`src/fpe_pkg.sv`:
```
// Shared constants for the flash programming command engine.
//------------------------------------------------------------------------------
//------------------------------------------------------------------------------
package fpe_pkg;

  // Scan register layout.
  localparam int SCAN_W = 38;
  localparam int DATA_W = 32;
  localparam int SCAN_ADDR_LSB = 32;
  localparam int SCAN_ADDR_W = 5;
  localparam int SCAN_RW_BIT = 37;
  localparam logic [4:0] SCAN_ADDR_CTRL = 5'h04;
  localparam logic [4:0] SCAN_ADDR_DATA = 5'h05;
  localparam int CTRL_RXP_BIT = 0;
  localparam int CTRL_TXV_BIT = 1;

  // Command header layout and addressing.
  localparam int COUNT_LSB = 16;
  localparam int OPCODE_W = 16;
  localparam logic [31:0] ADDR_STEP = 32'h0000_0004;

  // Default opcodes and version word; the values are arbitrary.
  localparam logic [15:0] OPC_WP = 16'h0051;
  localparam logic [15:0] OPC_WPL = 16'h0052;
  localparam logic [15:0] OPC_EWP = 16'h0053;
  localparam logic [15:0] OPC_ERASE_WRITE_THEN_LOCK = 16'h0054;
  localparam logic [15:0] OPC_EA = 16'h0055;
  localparam logic [15:0] OPC_SLB = 16'h0056;
  localparam logic [15:0] OPC_CLB = 16'h0057;
  localparam logic [15:0] OPC_GLB = 16'h0058;
  localparam logic [15:0] OPC_SOPT = 16'h0059;
  localparam logic [15:0] OPC_COPT = 16'h005A;
  localparam logic [15:0] OPC_GOPT = 16'h005B;
  localparam logic [15:0] OPC_SSEC = 16'h005C;
  localparam logic [15:0] OPC_MWR = 16'h005D;
  localparam logic [15:0] OPC_GVER = 16'h005E;
  localparam logic [31:0] IF_VERSION = 32'h0000_0001;

  // Wishbone register map.
  localparam logic [7:0] REG_CTRL = 8'h00;
  localparam logic [7:0] REG_STATUS = 8'h04;
  localparam logic [7:0] REG_LOCK = 8'h08;
  localparam logic [7:0] REG_OPTION = 8'h0C;
  localparam int CTRL_EN_BIT = 0;
  localparam logic CTRL_EN_RESET = 1'b1;
  localparam int STAT_BUSY_BIT = 0;
  localparam int STAT_SEC_BIT = 1;
  localparam int STAT_RXP_BIT = 2;
  localparam int STAT_TXV_BIT = 3;

  // Timing.
  localparam longint CLK_HZ = 20_000_000;
  localparam longint ERASE_HOLD_MS = 220;
  localparam longint ERASE_HOLD_CYCLES = ERASE_HOLD_MS * CLK_HZ / 1000 + 1;

  // Flash macro operations.
  typedef enum logic [1:0] {
    FOP_NONE = 2'h0,
    FOP_ERASE_PAGE = 2'h1,
    FOP_PROGRAM = 2'h2,
    FOP_ERASE_ALL = 2'h3
  } fpe_fop_t;

endpackage

```
`src/fpe_engine.sv`:
```
// Flash programming command engine behind the serial debug scan port.
//
// The implementer's own choices: the Wishbone slave port and the address map.
`timescale 1ns/1ps
`default_nettype none
module fpe_engine
  import fpe_pkg::*;
#(
  parameter int WORDS_PER_PAGE = 128,
  parameter int REGION_PAGES_LOG2 = 4,
  parameter int LOCK_W = 32,
  parameter int OPT_W = 8,
  parameter int ERASE_HOLD = int'(ERASE_HOLD_CYCLES),
  parameter logic [15:0] OP_WP = OPC_WP,
  parameter logic [15:0] OP_WPL = OPC_WPL,
  parameter logic [15:0] OP_EWP = OPC_EWP,
  parameter logic [15:0] OP_ERASE_WRITE_THEN_LOCK = OPC_ERASE_WRITE_THEN_LOCK,
  parameter logic [15:0] OP_EA = OPC_EA,
  parameter logic [15:0] OP_SLB = OPC_SLB,
  parameter logic [15:0] OP_CLB = OPC_CLB,
  parameter logic [15:0] OP_GLB = OPC_GLB,
  parameter logic [15:0] OP_SOPT = OPC_SOPT,
  parameter logic [15:0] OP_COPT = OPC_COPT,
  parameter logic [15:0] OP_GOPT = OPC_GOPT,
  parameter logic [15:0] OP_SSEC = OPC_SSEC,
  parameter logic [15:0] OP_MWR = OPC_MWR,
  parameter logic [15:0] OP_GVER = OPC_GVER,
  parameter logic [31:0] VERSION = IF_VERSION
) (
  // Clock, reset and enable.
  input wire logic clk_i,
  input wire logic rst_i,
  input wire logic ce_i,
  // Wishbone slave.
  input wire logic wb_cyc_i,
  input wire logic wb_stb_i,
  input wire logic wb_we_i,
  input wire logic [7:0] wb_adr_i,
  input wire logic [3:0] wb_sel_i,
  input wire logic [31:0] wb_dat_i,
  output logic [31:0] wb_dat_o,
  output logic wb_ack_o,
  // Test access port pins.
  input wire logic tck_i,
  input wire logic tms_i,
  input wire logic tdi_i,
  output logic tdo_o,
  // Erase and test select pins.
  input wire logic erase_pin_i,
  input wire logic test_select_pin_i,
  // Flash macro.
  output logic flash_req_o,
  output fpe_fop_t flash_op_o,
  output logic [31:0] flash_page_o,
  input wire logic flash_done_i,
  input wire logic [$clog2(WORDS_PER_PAGE)-1:0] flash_word_idx_i,
  output logic [31:0] flash_word_o,
  // Memory write port.
  output logic mem_wr_o,
  output logic [31:0] mem_addr_o,
  output logic [31:0] mem_wdata_o,
  input wire logic mem_ack_i,
  // State seen by the rest of the chip.
  output logic secured_o,
  output logic [LOCK_W-1:0] lock_bits_o,
  output logic [OPT_W-1:0] user_option_bits_o
);
  localparam int WAW = $clog2(WORDS_PER_PAGE);
  localparam int PAGE_SHIFT = WAW + 2;
  localparam int HOLD_W = $clog2(ERASE_HOLD + 1);
  localparam logic [HOLD_W-1:0] HOLD_LAST = HOLD_W'(ERASE_HOLD);

  //----------------------------------------------------------------------------
  // Pin synchronisation and clock edge detection
  //----------------------------------------------------------------------------
  logic tck_s, tms_s, tdi_s, erase_s, tsel_s, tck_q;
  fpe_sync #(.W(5)) u_sync (
    .clk_i(clk_i),
    .rst_i(rst_i),
    .ce_i(ce_i),
    .d_i({tck_i, tms_i, tdi_i, erase_pin_i, test_select_pin_i}),
    .q_o({tck_s, tms_s, tdi_s, erase_s, tsel_s})
  );
  wire tck_rise = tck_s & ~tck_q;
  wire tck_fall = ~tck_s & tck_q;

  //----------------------------------------------------------------------------
  // Test access port controller
  //----------------------------------------------------------------------------
  typedef enum logic [15:0] {
    TS_RESET = 16'h0001, TS_IDLE = 16'h0002, TS_SEL_DR = 16'h0004, TS_CAP_DR = 16'h0008,
    TS_SH_DR = 16'h0010, TS_EX1_DR = 16'h0020, TS_PA_DR = 16'h0040, TS_EX2_DR = 16'h0080,
    TS_UPD_DR = 16'h0100, TS_SEL_IR = 16'h0200, TS_CAP_IR = 16'h0400, TS_SH_IR = 16'h0800,
    TS_EX1_IR = 16'h1000, TS_PA_IR = 16'h2000, TS_EX2_IR = 16'h4000, TS_UPD_IR = 16'h8000
  } fpe_tap_t;
  fpe_tap_t tap, next_tap;

  always_comb
  begin
    unique case (tap)
      TS_RESET: next_tap = tms_s ? TS_RESET : TS_IDLE;
      TS_IDLE: next_tap = tms_s ? TS_SEL_DR : TS_IDLE;
      TS_SEL_DR: next_tap = tms_s ? TS_SEL_IR : TS_CAP_DR;
      TS_CAP_DR: next_tap = tms_s ? TS_EX1_DR : TS_SH_DR;
      TS_SH_DR: next_tap = tms_s ? TS_EX1_DR : TS_SH_DR;
      TS_EX1_DR: next_tap = tms_s ? TS_UPD_DR : TS_PA_DR;
      TS_PA_DR: next_tap = tms_s ? TS_EX2_DR : TS_PA_DR;
      TS_EX2_DR: next_tap = tms_s ? TS_UPD_DR : TS_SH_DR;
      TS_UPD_DR: next_tap = tms_s ? TS_SEL_DR : TS_IDLE;
      TS_SEL_IR: next_tap = tms_s ? TS_RESET : TS_CAP_IR;
      TS_CAP_IR: next_tap = tms_s ? TS_EX1_IR : TS_SH_IR;
      TS_SH_IR: next_tap = tms_s ? TS_EX1_IR : TS_SH_IR;
      TS_EX1_IR: next_tap = tms_s ? TS_UPD_IR : TS_PA_IR;
      TS_PA_IR: next_tap = tms_s ? TS_EX2_IR : TS_PA_IR;
      TS_EX2_IR: next_tap = tms_s ? TS_UPD_IR : TS_SH_IR;
      TS_UPD_IR: next_tap = tms_s ? TS_SEL_DR : TS_IDLE;
      default: next_tap = TS_RESET;
    endcase
  end

  //----------------------------------------------------------------------------
  // Scan register and comms channel
  //----------------------------------------------------------------------------
  logic [SCAN_W-1:0] scan;
  logic [4:0] read_sel;
  logic [31:0] rx_word, tx_word;
  logic rx_pend, tx_avail, rx_take, tx_load;
  logic [31:0] tx_next;

  wire upd_now = tck_rise && tap == TS_UPD_DR;
  wire [4:0] scan_addr = scan[SCAN_ADDR_LSB +: SCAN_ADDR_W];
  wire scan_wr = scan[SCAN_RW_BIT];
  wire wr_data = upd_now && scan_wr && scan_addr == SCAN_ADDR_DATA;
  wire rd_data = upd_now && !scan_wr && scan_addr == SCAN_ADDR_DATA;
  wire [31:0] ctrl_word = {30'h0, tx_avail, rx_pend};
  wire [31:0] cap_word = read_sel == SCAN_ADDR_CTRL ? ctrl_word :
                         read_sel == SCAN_ADDR_DATA ? tx_word : 32'h0000_0000;

  always_ff @(posedge clk_i)
  begin
    if (rst_i)
    begin
      tck_q <= 1'b0;
      tap <= TS_RESET;
      scan <= '0;
      read_sel <= 5'h00;
      tdo_o <= 1'b0;
    end
    else if (ce_i)
    begin
      tck_q <= tck_s;
      if (tck_rise)
        tap <= next_tap;
      if (tck_rise && tap == TS_CAP_DR)
        scan <= {1'b0, read_sel, cap_word};
      else if (tck_rise && tap == TS_SH_DR)
        scan <= {tdi_s, scan[SCAN_W-1:1]};
      if (upd_now && !scan_wr)
        read_sel <= scan_addr;
      if (tck_fall)
        tdo_o <= scan[0];
    end
  end

  // A word written while the previous one is unread is dropped; the pending
  // flag tells the programmer to wait, and a take beats a newly arrived word.
  always_ff @(posedge clk_i)
  begin
    if (rst_i)
    begin
      rx_pend <= 1'b0;
      rx_word <= 32'h0000_0000;
      tx_avail <= 1'b0;
      tx_word <= 32'h0000_0000;
    end
    else if (ce_i)
    begin
      if (wr_data && !rx_pend)
        rx_word <= scan[31:0];
      rx_pend <= (wr_data && !rx_pend) || (rx_pend && !rx_take);
      if (tx_load)
        tx_word <= tx_next;
      tx_avail <= tx_load || (tx_avail && !rd_data);
    end
  end

  //----------------------------------------------------------------------------
  // Command engine
  //----------------------------------------------------------------------------
  typedef enum logic [6:0] {
    ES_IDLE = 7'h01, ES_ADDR = 7'h02, ES_DATA = 7'h04, ES_MASK = 7'h08,
    ES_FLUSH = 7'h10, ES_MEMWR = 7'h20, ES_REPLY = 7'h40
  } fpe_est_t;
  fpe_est_t est;
  logic [15:0] cmd, count;
  logic [31:0] addr, reply, buf_page;
  logic buf_valid, erase_pend, erase_all, secured, enable;
  logic [LOCK_W-1:0] locks;
  logic [OPT_W-1:0] opts;
  logic [HOLD_W-1:0] hold_cnt;

  wire [15:0] opc = rx_word[OPCODE_W-1:0];
  wire [15:0] hdr_count = rx_word[31:COUNT_LSB];
  wire op_page = opc == OP_WP || opc == OP_WPL || opc == OP_EWP || opc == OP_ERASE_WRITE_THEN_LOCK;
  wire op_mask = opc == OP_SLB || opc == OP_CLB || opc == OP_SOPT || opc == OP_COPT;
  wire cmd_mem = cmd == OP_MWR;
  wire cmd_erase = cmd == OP_EWP || cmd == OP_ERASE_WRITE_THEN_LOCK;
  wire cmd_lock = cmd == OP_WPL || cmd == OP_ERASE_WRITE_THEN_LOCK;
  wire [31:0] addr_page = addr >> PAGE_SHIFT;
  wire page_miss = buf_valid && addr_page != buf_page;
  wire [31:0] region = buf_page >> REGION_PAGES_LOG2;
  wire pin_fire = hold_cnt == HOLD_LAST - 1'b1 && erase_s && !tsel_s;
  wire data_take = est == ES_DATA && rx_pend && !cmd_mem && !page_miss;
  wire [31:0] next_addr = addr + ADDR_STEP;

  assign rx_take = rx_pend && enable && (est == ES_IDLE || est == ES_ADDR || est == ES_MASK
                   || data_take || (est == ES_DATA && cmd_mem));
  assign tx_load = est == ES_REPLY && !tx_avail;
  assign tx_next = reply;
  assign flash_req_o = est == ES_FLUSH;
  assign flash_op_o = erase_all ? FOP_ERASE_ALL : erase_pend ? FOP_ERASE_PAGE : FOP_PROGRAM;
  assign flash_page_o = buf_page;
  assign mem_wr_o = est == ES_MEMWR;
  assign secured_o = secured;
  assign lock_bits_o = locks;
  assign user_option_bits_o = opts;

  fpe_page_buf #(.DEPTH(WORDS_PER_PAGE), .AW(WAW)) u_buf (
    .clk_i(clk_i),
    .ce_i(ce_i),
    .we_i(data_take),
    .waddr_i(addr[2 +: WAW]),
    .wdata_i(rx_word),
    .raddr_i(flash_word_idx_i),
    .rdata_o(flash_word_o)
  );

  // Erase pin hold timer; it only runs while test select is low.
  always_ff @(posedge clk_i)
  begin
    if (rst_i)
      hold_cnt <= '0;
    else if (ce_i)
      hold_cnt <= (!erase_s || tsel_s) ? '0 : (hold_cnt == HOLD_LAST ? hold_cnt : hold_cnt + 1'b1);
  end

  always_ff @(posedge clk_i)
  begin
    if (rst_i)
    begin
      est <= ES_IDLE;
      cmd <= 16'h0000;
      count <= 16'h0000;
      addr <= 32'h0000_0000;
      reply <= 32'h0000_0000;
      buf_page <= 32'h0000_0000;
      buf_valid <= 1'b0;
      erase_pend <= 1'b0;
      erase_all <= 1'b0;
      secured <= 1'b0;
      locks <= '0;
      opts <= '0;
      mem_addr_o <= 32'h0000_0000;
      mem_wdata_o <= 32'h0000_0000;
    end
    else if (ce_i)
    begin
      if (pin_fire && !(est == ES_FLUSH && erase_all))
      begin
        // A held erase pin aborts whatever runs, except an erase-all already under way, and wipes the plane.
        erase_all <= 1'b1;
        buf_valid <= 1'b0;
        est <= ES_FLUSH;
      end
      else
      begin
        unique case (est)
          ES_IDLE:
          begin
            if (rx_take && !secured)
            begin
              cmd <= opc;
              count <= hdr_count;
              erase_pend <= opc == OP_EWP || opc == OP_ERASE_WRITE_THEN_LOCK;
              if (op_page || opc == OP_MWR)
                est <= ES_ADDR;
              else if (op_mask)
                est <= ES_MASK;
              else if (opc == OP_EA)
              begin
                erase_all <= 1'b1;
                est <= ES_FLUSH;
              end
              else if (opc == OP_GLB || opc == OP_GOPT || opc == OP_GVER)
              begin
                reply <= opc == OP_GLB ? 32'(locks) :
                         opc == OP_GOPT ? 32'(opts) : VERSION;
                est <= ES_REPLY;
              end
              else if (opc == OP_SSEC)
                secured <= 1'b1;
              // Any other opcode is dropped with no effect.
            end
          end
          ES_ADDR:
          begin
            if (rx_take)
            begin
              addr <= rx_word;
              est <= count == 16'h0000 ? ES_IDLE : ES_DATA;
            end
          end
          ES_DATA:
          begin
            if (rx_pend && cmd_mem)
            begin
              mem_addr_o <= addr;
              mem_wdata_o <= rx_word;
              est <= ES_MEMWR;
            end
            else if (rx_pend && page_miss)
              est <= ES_FLUSH;
            else if (data_take)
            begin
              buf_page <= addr_page;
              buf_valid <= 1'b1;
              addr <= next_addr;
              count <= count - 16'h0001;
              if (count == 16'h0001)
                est <= ES_FLUSH;
            end
          end
          ES_MASK:
          begin
            if (rx_take)
            begin
              if (cmd == OP_SLB)
                locks <= locks | rx_word[LOCK_W-1:0];
              else if (cmd == OP_CLB)
                locks <= locks & ~rx_word[LOCK_W-1:0];
              else if (cmd == OP_SOPT)
                opts <= opts | rx_word[OPT_W-1:0];
              else
                opts <= opts & ~rx_word[OPT_W-1:0];
              est <= ES_IDLE;
            end
          end
          ES_FLUSH:
          begin
            if (flash_done_i && erase_all)
            begin
              erase_all <= 1'b0;
              locks <= '0;
              opts <= '0;
              secured <= 1'b0;
              est <= ES_IDLE;
            end
            else if (flash_done_i && erase_pend)
              erase_pend <= 1'b0;
            else if (flash_done_i)
            begin
              if (cmd_lock)
                locks <= locks | (LOCK_W'(1) << region[$clog2(LOCK_W)-1:0]);
              buf_valid <= 1'b0;
              erase_pend <= cmd_erase;
              est <= count == 16'h0000 ? ES_IDLE : ES_DATA;
            end
          end
          ES_MEMWR:
          begin
            if (mem_ack_i)
            begin
              addr <= next_addr;
              count <= count - 16'h0001;
              est <= count == 16'h0001 ? ES_IDLE : ES_DATA;
            end
          end
          ES_REPLY:
          begin
            if (tx_load)
              est <= ES_IDLE;
          end
          default: est <= ES_IDLE;
        endcase
      end
    end
  end

  //----------------------------------------------------------------------------
  // Wishbone registers
  //----------------------------------------------------------------------------
  wire wb_req = wb_cyc_i && wb_stb_i && !wb_ack_o;
  wire [31:0] stat_word = {28'h0, tx_avail, rx_pend, secured, est != ES_IDLE};
  wire [31:0] rd_word = wb_adr_i == REG_CTRL ? {31'h0, enable} :
                        wb_adr_i == REG_STATUS ? stat_word :
                        wb_adr_i == REG_LOCK ? 32'(locks) :
                        wb_adr_i == REG_OPTION ? 32'(opts) : 32'h0000_0000;

  // Clearing enable freezes command intake except in ES_DATA, which keeps reusing the pending word; flash work finishes.
  always_ff @(posedge clk_i)
  begin
    if (rst_i)
    begin
      wb_ack_o <= 1'b0;
      wb_dat_o <= 32'h0000_0000;
      enable <= CTRL_EN_RESET;
    end
    else if (ce_i)
    begin
      wb_ack_o <= wb_req;
      if (wb_req)
        wb_dat_o <= wb_we_i ? 32'h0000_0000 : rd_word;
      if (wb_cyc_i && wb_stb_i && wb_ack_o && wb_we_i && wb_sel_i[0] && wb_adr_i == REG_CTRL)
        enable <= wb_dat_i[CTRL_EN_BIT];
    end
  end
endmodule // fpe_engine
`default_nettype wire

```
`src/fpe_page_buf.sv`:
```
// One-page load buffer with a write port and a registered read port.
`timescale 1ns/1ps
`default_nettype none
module fpe_page_buf #(
  parameter int DEPTH = 128,
  parameter int AW = 7
) (
  // Clock and enable.
  input wire logic clk_i,
  input wire logic ce_i,
  // Write port.
  input wire logic we_i,
  input wire logic [AW-1:0] waddr_i,
  input wire logic [31:0] wdata_i,
  // Read port.
  input wire logic [AW-1:0] raddr_i,
  output logic [31:0] rdata_o
);
  logic [31:0] mem [DEPTH];

  always_ff @(posedge clk_i)
  begin
    if (ce_i)
    begin
      if (we_i)
        mem[waddr_i] <= wdata_i;
      rdata_o <= mem[raddr_i];
    end
  end
endmodule // fpe_page_buf
`default_nettype wire

```
`src/fpe_sync.sv`:
```
// Two-flip-flop synchroniser for asynchronous pin levels.
`timescale 1ns/1ps
`default_nettype none
module fpe_sync #(
  parameter int W = 1
) (
  // Clock, reset and enable.
  input wire logic clk_i,
  input wire logic rst_i,
  input wire logic ce_i,
  // Levels.
  input wire logic [W-1:0] d_i,
  output logic [W-1:0] q_o
);
  logic [W-1:0] meta;

  always_ff @(posedge clk_i)
  begin
    if (rst_i)
    begin
      meta <= '0;
      q_o <= '0;
    end
    else if (ce_i)
    begin
      meta <= d_i;
      q_o <= meta;
    end
  end
endmodule // fpe_sync
`default_nettype wire
```
`config.mk`:
```
export PLATFORM = sky130hd
export DESIGN_NAME = fpe_engine
export DESIGN_NICKNAME = d
export VERILOG_FILES = /design/src/fpe_pkg.sv /design/src/fpe_engine.sv /design/src/fpe_page_buf.sv /design/src/fpe_sync.sv
export SDC_FILE = /design/constraint.sdc
export NUM_CORES = 2
export LEC_CHECK = 0
export ABC_AREA = 0
export BUFFER_PORTS_ARGS = -buffer_cell sky130_fd_sc_hd__buf_2
export CORE_MARGIN = 2
export CORE_UTILIZATION = 45
export DETAILED_ROUTE_END_ITERATION = 8
export GPL_TIMING_DRIVEN = 0
export PLACE_DENSITY_LB_ADDON = 0.1
export SLEW_MARGIN = 20
export SYNTH_ARGS = -nofsm -noshare
export SYNTH_HDL_FRONTEND = slang
export SYNTH_SLANG_ARGS = --single-unit
```
`constraint.sdc`:
```
create_clock -name clk_i -period 5.98 [get_ports clk_i]
set_clock_uncertainty 0.05 [all_clocks]
set_input_delay 0.598 -clock clk_i [delete_from_list [all_inputs] [get_ports clk_i]]
set_output_delay 0.598 -clock clk_i [all_outputs]
set_load 0.03 [all_outputs]
```
==> key figures <==
Detailed routing
  – DR WL/cell: 33.9 um
  – Drt pass-1 iters: 6
  – Detailed-route DRC error count: 0
  – Via count: 95700
  – WL final: 538 mm
  – Post-route antenna net violation count: 0
  – Vias per Instance: approximately 6.0
  – DRT iter0 DRCs: approximately 12000

Timing
  – Max Slew Vio Count: 0
  – Setup ws final: -42.7 ps
  – Fin crit period: about 6000 ps
  – Fin. Hold Viols: 0
  – Setup violations, final: 14
  – Tcrit/Tclk final: 1.01
  – Slew HR: 0.224
  – Max frequency: 166 MHz
  – Worst slew pin tran: 1160 ps
  – RSZ-0062 raised after global routing: no

Die
  – Die H: 632 um
  – Ports: roughly 270
  – Initial Utilization: 0.452
  – Row cnt: 230
  – Core Area: 393000 um^2
  – Die X: 632 um
  – Die area: about 400000 um^2

Logic synthesis
  – Ys flop type: edfxtp_1
  – Syn avg cell area: 19.4 um^2
  – Mapped Area: 178000 um^2
  – Distinct cells, synth: 85
  – Post-synth EDFFs: 4128
  – Yosys top cell area share: 0.698
  – Seq cells post-synth: 4556
  – Synth Warn #: 0
  – Post-synth ARST share: 0
  – Leading area contributor after synthesis: edfxtp_1
  – Sequential-to-total area share from yosys stat: 0.747
  – Top cells by area, synth: edfxtp_1 70%, mux4_2 14%, dfxtp_1 4.8%
  – Mapped Cells: 9155

CTS
  – Worst-case clock buffer depth: 4
  – CTS Sinks: 4556
  – Root buffer cell: clkbuf_16
  – CTS tree: built
  – Clk pin slew, worst setup/hold paths: roughly 60 ps
  – H-tree depth: 5
  – CTS Buf Count: ~470
  – Clock latency on the worst-skew pair: 1010 ps

Critical path
  – CP max stage cell: nor2_4
  – Largest stage delay, worst path: 790 ps
  – CP arrival: approximately 6700 ps
  – Most common cell type on the critical path: nand4_1
  – Worst Setup End Kind: flop
  – Reg2reg path depth: 10
  – Crit Path Class: reg2reg
  – R2R Setup Slk: -40 ps
  – Worst Path Max Fanout: 17
  – Worst setup SP type: flop
  – CP required: 6620 ps
  – Buf/Inv on CP: 4
  – RR Startpoint: flash_page_o[4]
  – R2R Path End: u_buf.mem[73][22]
  – CP Cell Sequence: clkbuf_1 -> xor2_1 -> nor4_1 -> nand4_1 -> o21ai_1 -> nand4_1 -> buf_8 -> buf_2 -> nor2_4 -> buf_16
  – CP delay by family, top: simple AND/OR/NAND/NOR gates

GRT
  – Number of global-route vias before repair: around 96000
  – Initial antenna violation count: 55
  – Grt ovf: 0
  – Global Route Usage Sum: 0.267
  – Largest net degree at the start of global routing: 73
  – First-pass GRT wire length: 746 mm

Flow run
  – Max-cap violations: 0

Placement
  – Final Wtd Congestion: 0.907
  – Area post-placement: 192000 um^2
  – Placed insts: 14900
  – Detailed Place HPWL: 376 mm
  – Port bufs: 219

Worst hold path
  – WHS Path Cells: 6
  – Hold EP: erase_pend
  – Hold Path Class: in2reg
  – Worst Hold Launch: flash_done_i

Outcome
  – Failing checks: setup timing
  – Status: complete, but fails checks

Cells and area
  – Area grow syn2layout: 17.3%
  – Sequential cell area: 133000 um^2
  – Highest-count cells in the layout ignoring fill and taps: 4128 x edfxtp_1, 1089 x mux4_2, 526 x nand2_1
  – Final non-filler cell total: 15900
  – Final instance area: between 200000 and 250000 um^2
  – NumNets Final: roughly 10000
  – FILL cells: 30900
  – Multi-input gate area: 43400 um^2
  – Layout cells sized above 1: 0.252
  – Commonest non-fill, non-tap cell in the layout: edfxtp_1
  – Core Util, Final: 0.531

Power and ir drop
  – Tot Pwr: 65.4 mW
  – Pwr/cell area: 314 nW/um^2
  – Peak supply drop: 0.000287 V
  – Pleak: 76.5 nW
layout make-up:
| cell class | instances | area share |
|---|---|---|
| antenna | 121 | 0.00145 |
| buffer | 605 | 0.0124 |
| clock buffer | 603 | 0.0608 |
| clock inverter | 267 | 0.0139 |
| inverter | 27 | 0.000487 |
| multi-input combinational | 3975 | 0.208 |
| sequential | 4556 | 0.637 |
| tap | 5220 | 0.0314 |
| timing repair buffer | 485 | 0.0343 |
worst max path at each step:
| stage | cells past startpoint | start | slack (ps) | endpoint |
|---|---|---|---|---|
| floorplan | 8 | flash_page_o[4] | 1340 | u_buf.mem[127][0] |
| global placement | 9 | flash_page_o[4] | -3810 | u_buf.mem[66][5] |
| detailed placement | 11 | flash_page_o[4] | -800 | u_buf.mem[98][12] |
| CTS | 10 | flash_page_o[4] | 130 | u_buf.mem[73][15] |
| global route | 10 | flash_page_o[4] | 50 | u_buf.mem[73][24] |
| finish | 10 | flash_page_o[4] | -40 | u_buf.mem[73][22] |
worst min-delay path: stages:
cell	delay [ps]
buf_2	130
nand2_1	90
nand4_1	90
o41ai_1	80
mux2i_1	70
nor2_1	70
flip-flops by register name (all words and copies together) (netlist names), 23 cells and up, named ones only:
register	count
addr	32
flash_page_o	23
tx_word	32
scan	38
u_buf.rdata_o	32
wb_dat_o	32
u_buf.mem	4096
hold_cnt	23
rx_word	32
mem_wdata_o	32
reply	32
mem_addr_o	32
metal layers:
layer / up-vias / part of all wire / global-route usage
li1: 39700 / - / -
met1: 51100 / 0.42 / 0.377
met2: 4044 / 0.47 / 0.424
met3: 748 / 0.073 / 0.0419
met4: 14 / 0.037 / 0.0936
met5: - / 0.00017 / 0
per-stage QoR:
step           setup slack [ps]  TNS (ps)  hold slack, ps
6_report                  -42.7      -490             105
5_1_grt                    47.5         0            98.6
4_1_cts                     127         0            12.0
3_5_place_dp               -796   -529200             392
3_3_place_gp              -3810         -             389
2_1_floorplan              1340         0             382
cells by family after synthesis:
kind of cell    synth area share
buf+inv                   0.0148
compound gates            0.0310
xor+xnor                 0.00261
simple gates              0.0415
flops                      0.747
other cells            0.0000211
fa+ha+maj               0.000423
mux                        0.163
Yosys cell counts (17+ instances only):
| library cell | number |
|---|---|
| nand4_1 | 47 |
| edfxtp_1 | 4128 |
| nand3_1 | 157 |
| or4_1 | 85 |
| o22ai_1 | 130 |
| a311oi_1 | 33 |
| xnor2_1 | 28 |
| nor2_1 | 394 |
| o41ai_1 | 24 |
| a211oi_1 | 23 |
| nand2_1 | 527 |
| o211ai_1 | 36 |
| dfxtp_1 | 428 |
| a21oi_1 | 268 |
| a22oi_1 | 80 |
| buf_2 | 131 |
| clkbuf_1 | 365 |
| mux2i_1 | 438 |
| buf_1 | 90 |
| a31oi_1 | 17 |
| o21bai_1 | 33 |
| o311ai_0 | 21 |
| nor2b_1 | 78 |
| nand2b_1 | 42 |
| o21ai_0 | 46 |
| nor4_1 | 37 |
| o31ai_1 | 46 |
| xor2_1 | 25 |
| mux4_2 | 1089 |
| nor3_1 | 67 |
| inv_1 | 26 |
what timing repair did:
| item | 4_1_cts | 5_1_grt |
|---|---|---|
| endpoints found under the setup margin | 1928 | 0 |
| resized for setup | 3 | 0 |
| hold endpoints to repair | 14 | 0 |
| buffers inserted | 6 | 0 |
| hold buffers | 8 | 0 |
report_power, final:
group          leakage, nW  switching (mW)  internal (mW)
logic                 17.4           0.949          0.454
registers             51.5         0.00729           34.2
clock network         7.64            12.4           17.4
(Power assumes the default switching activity.)
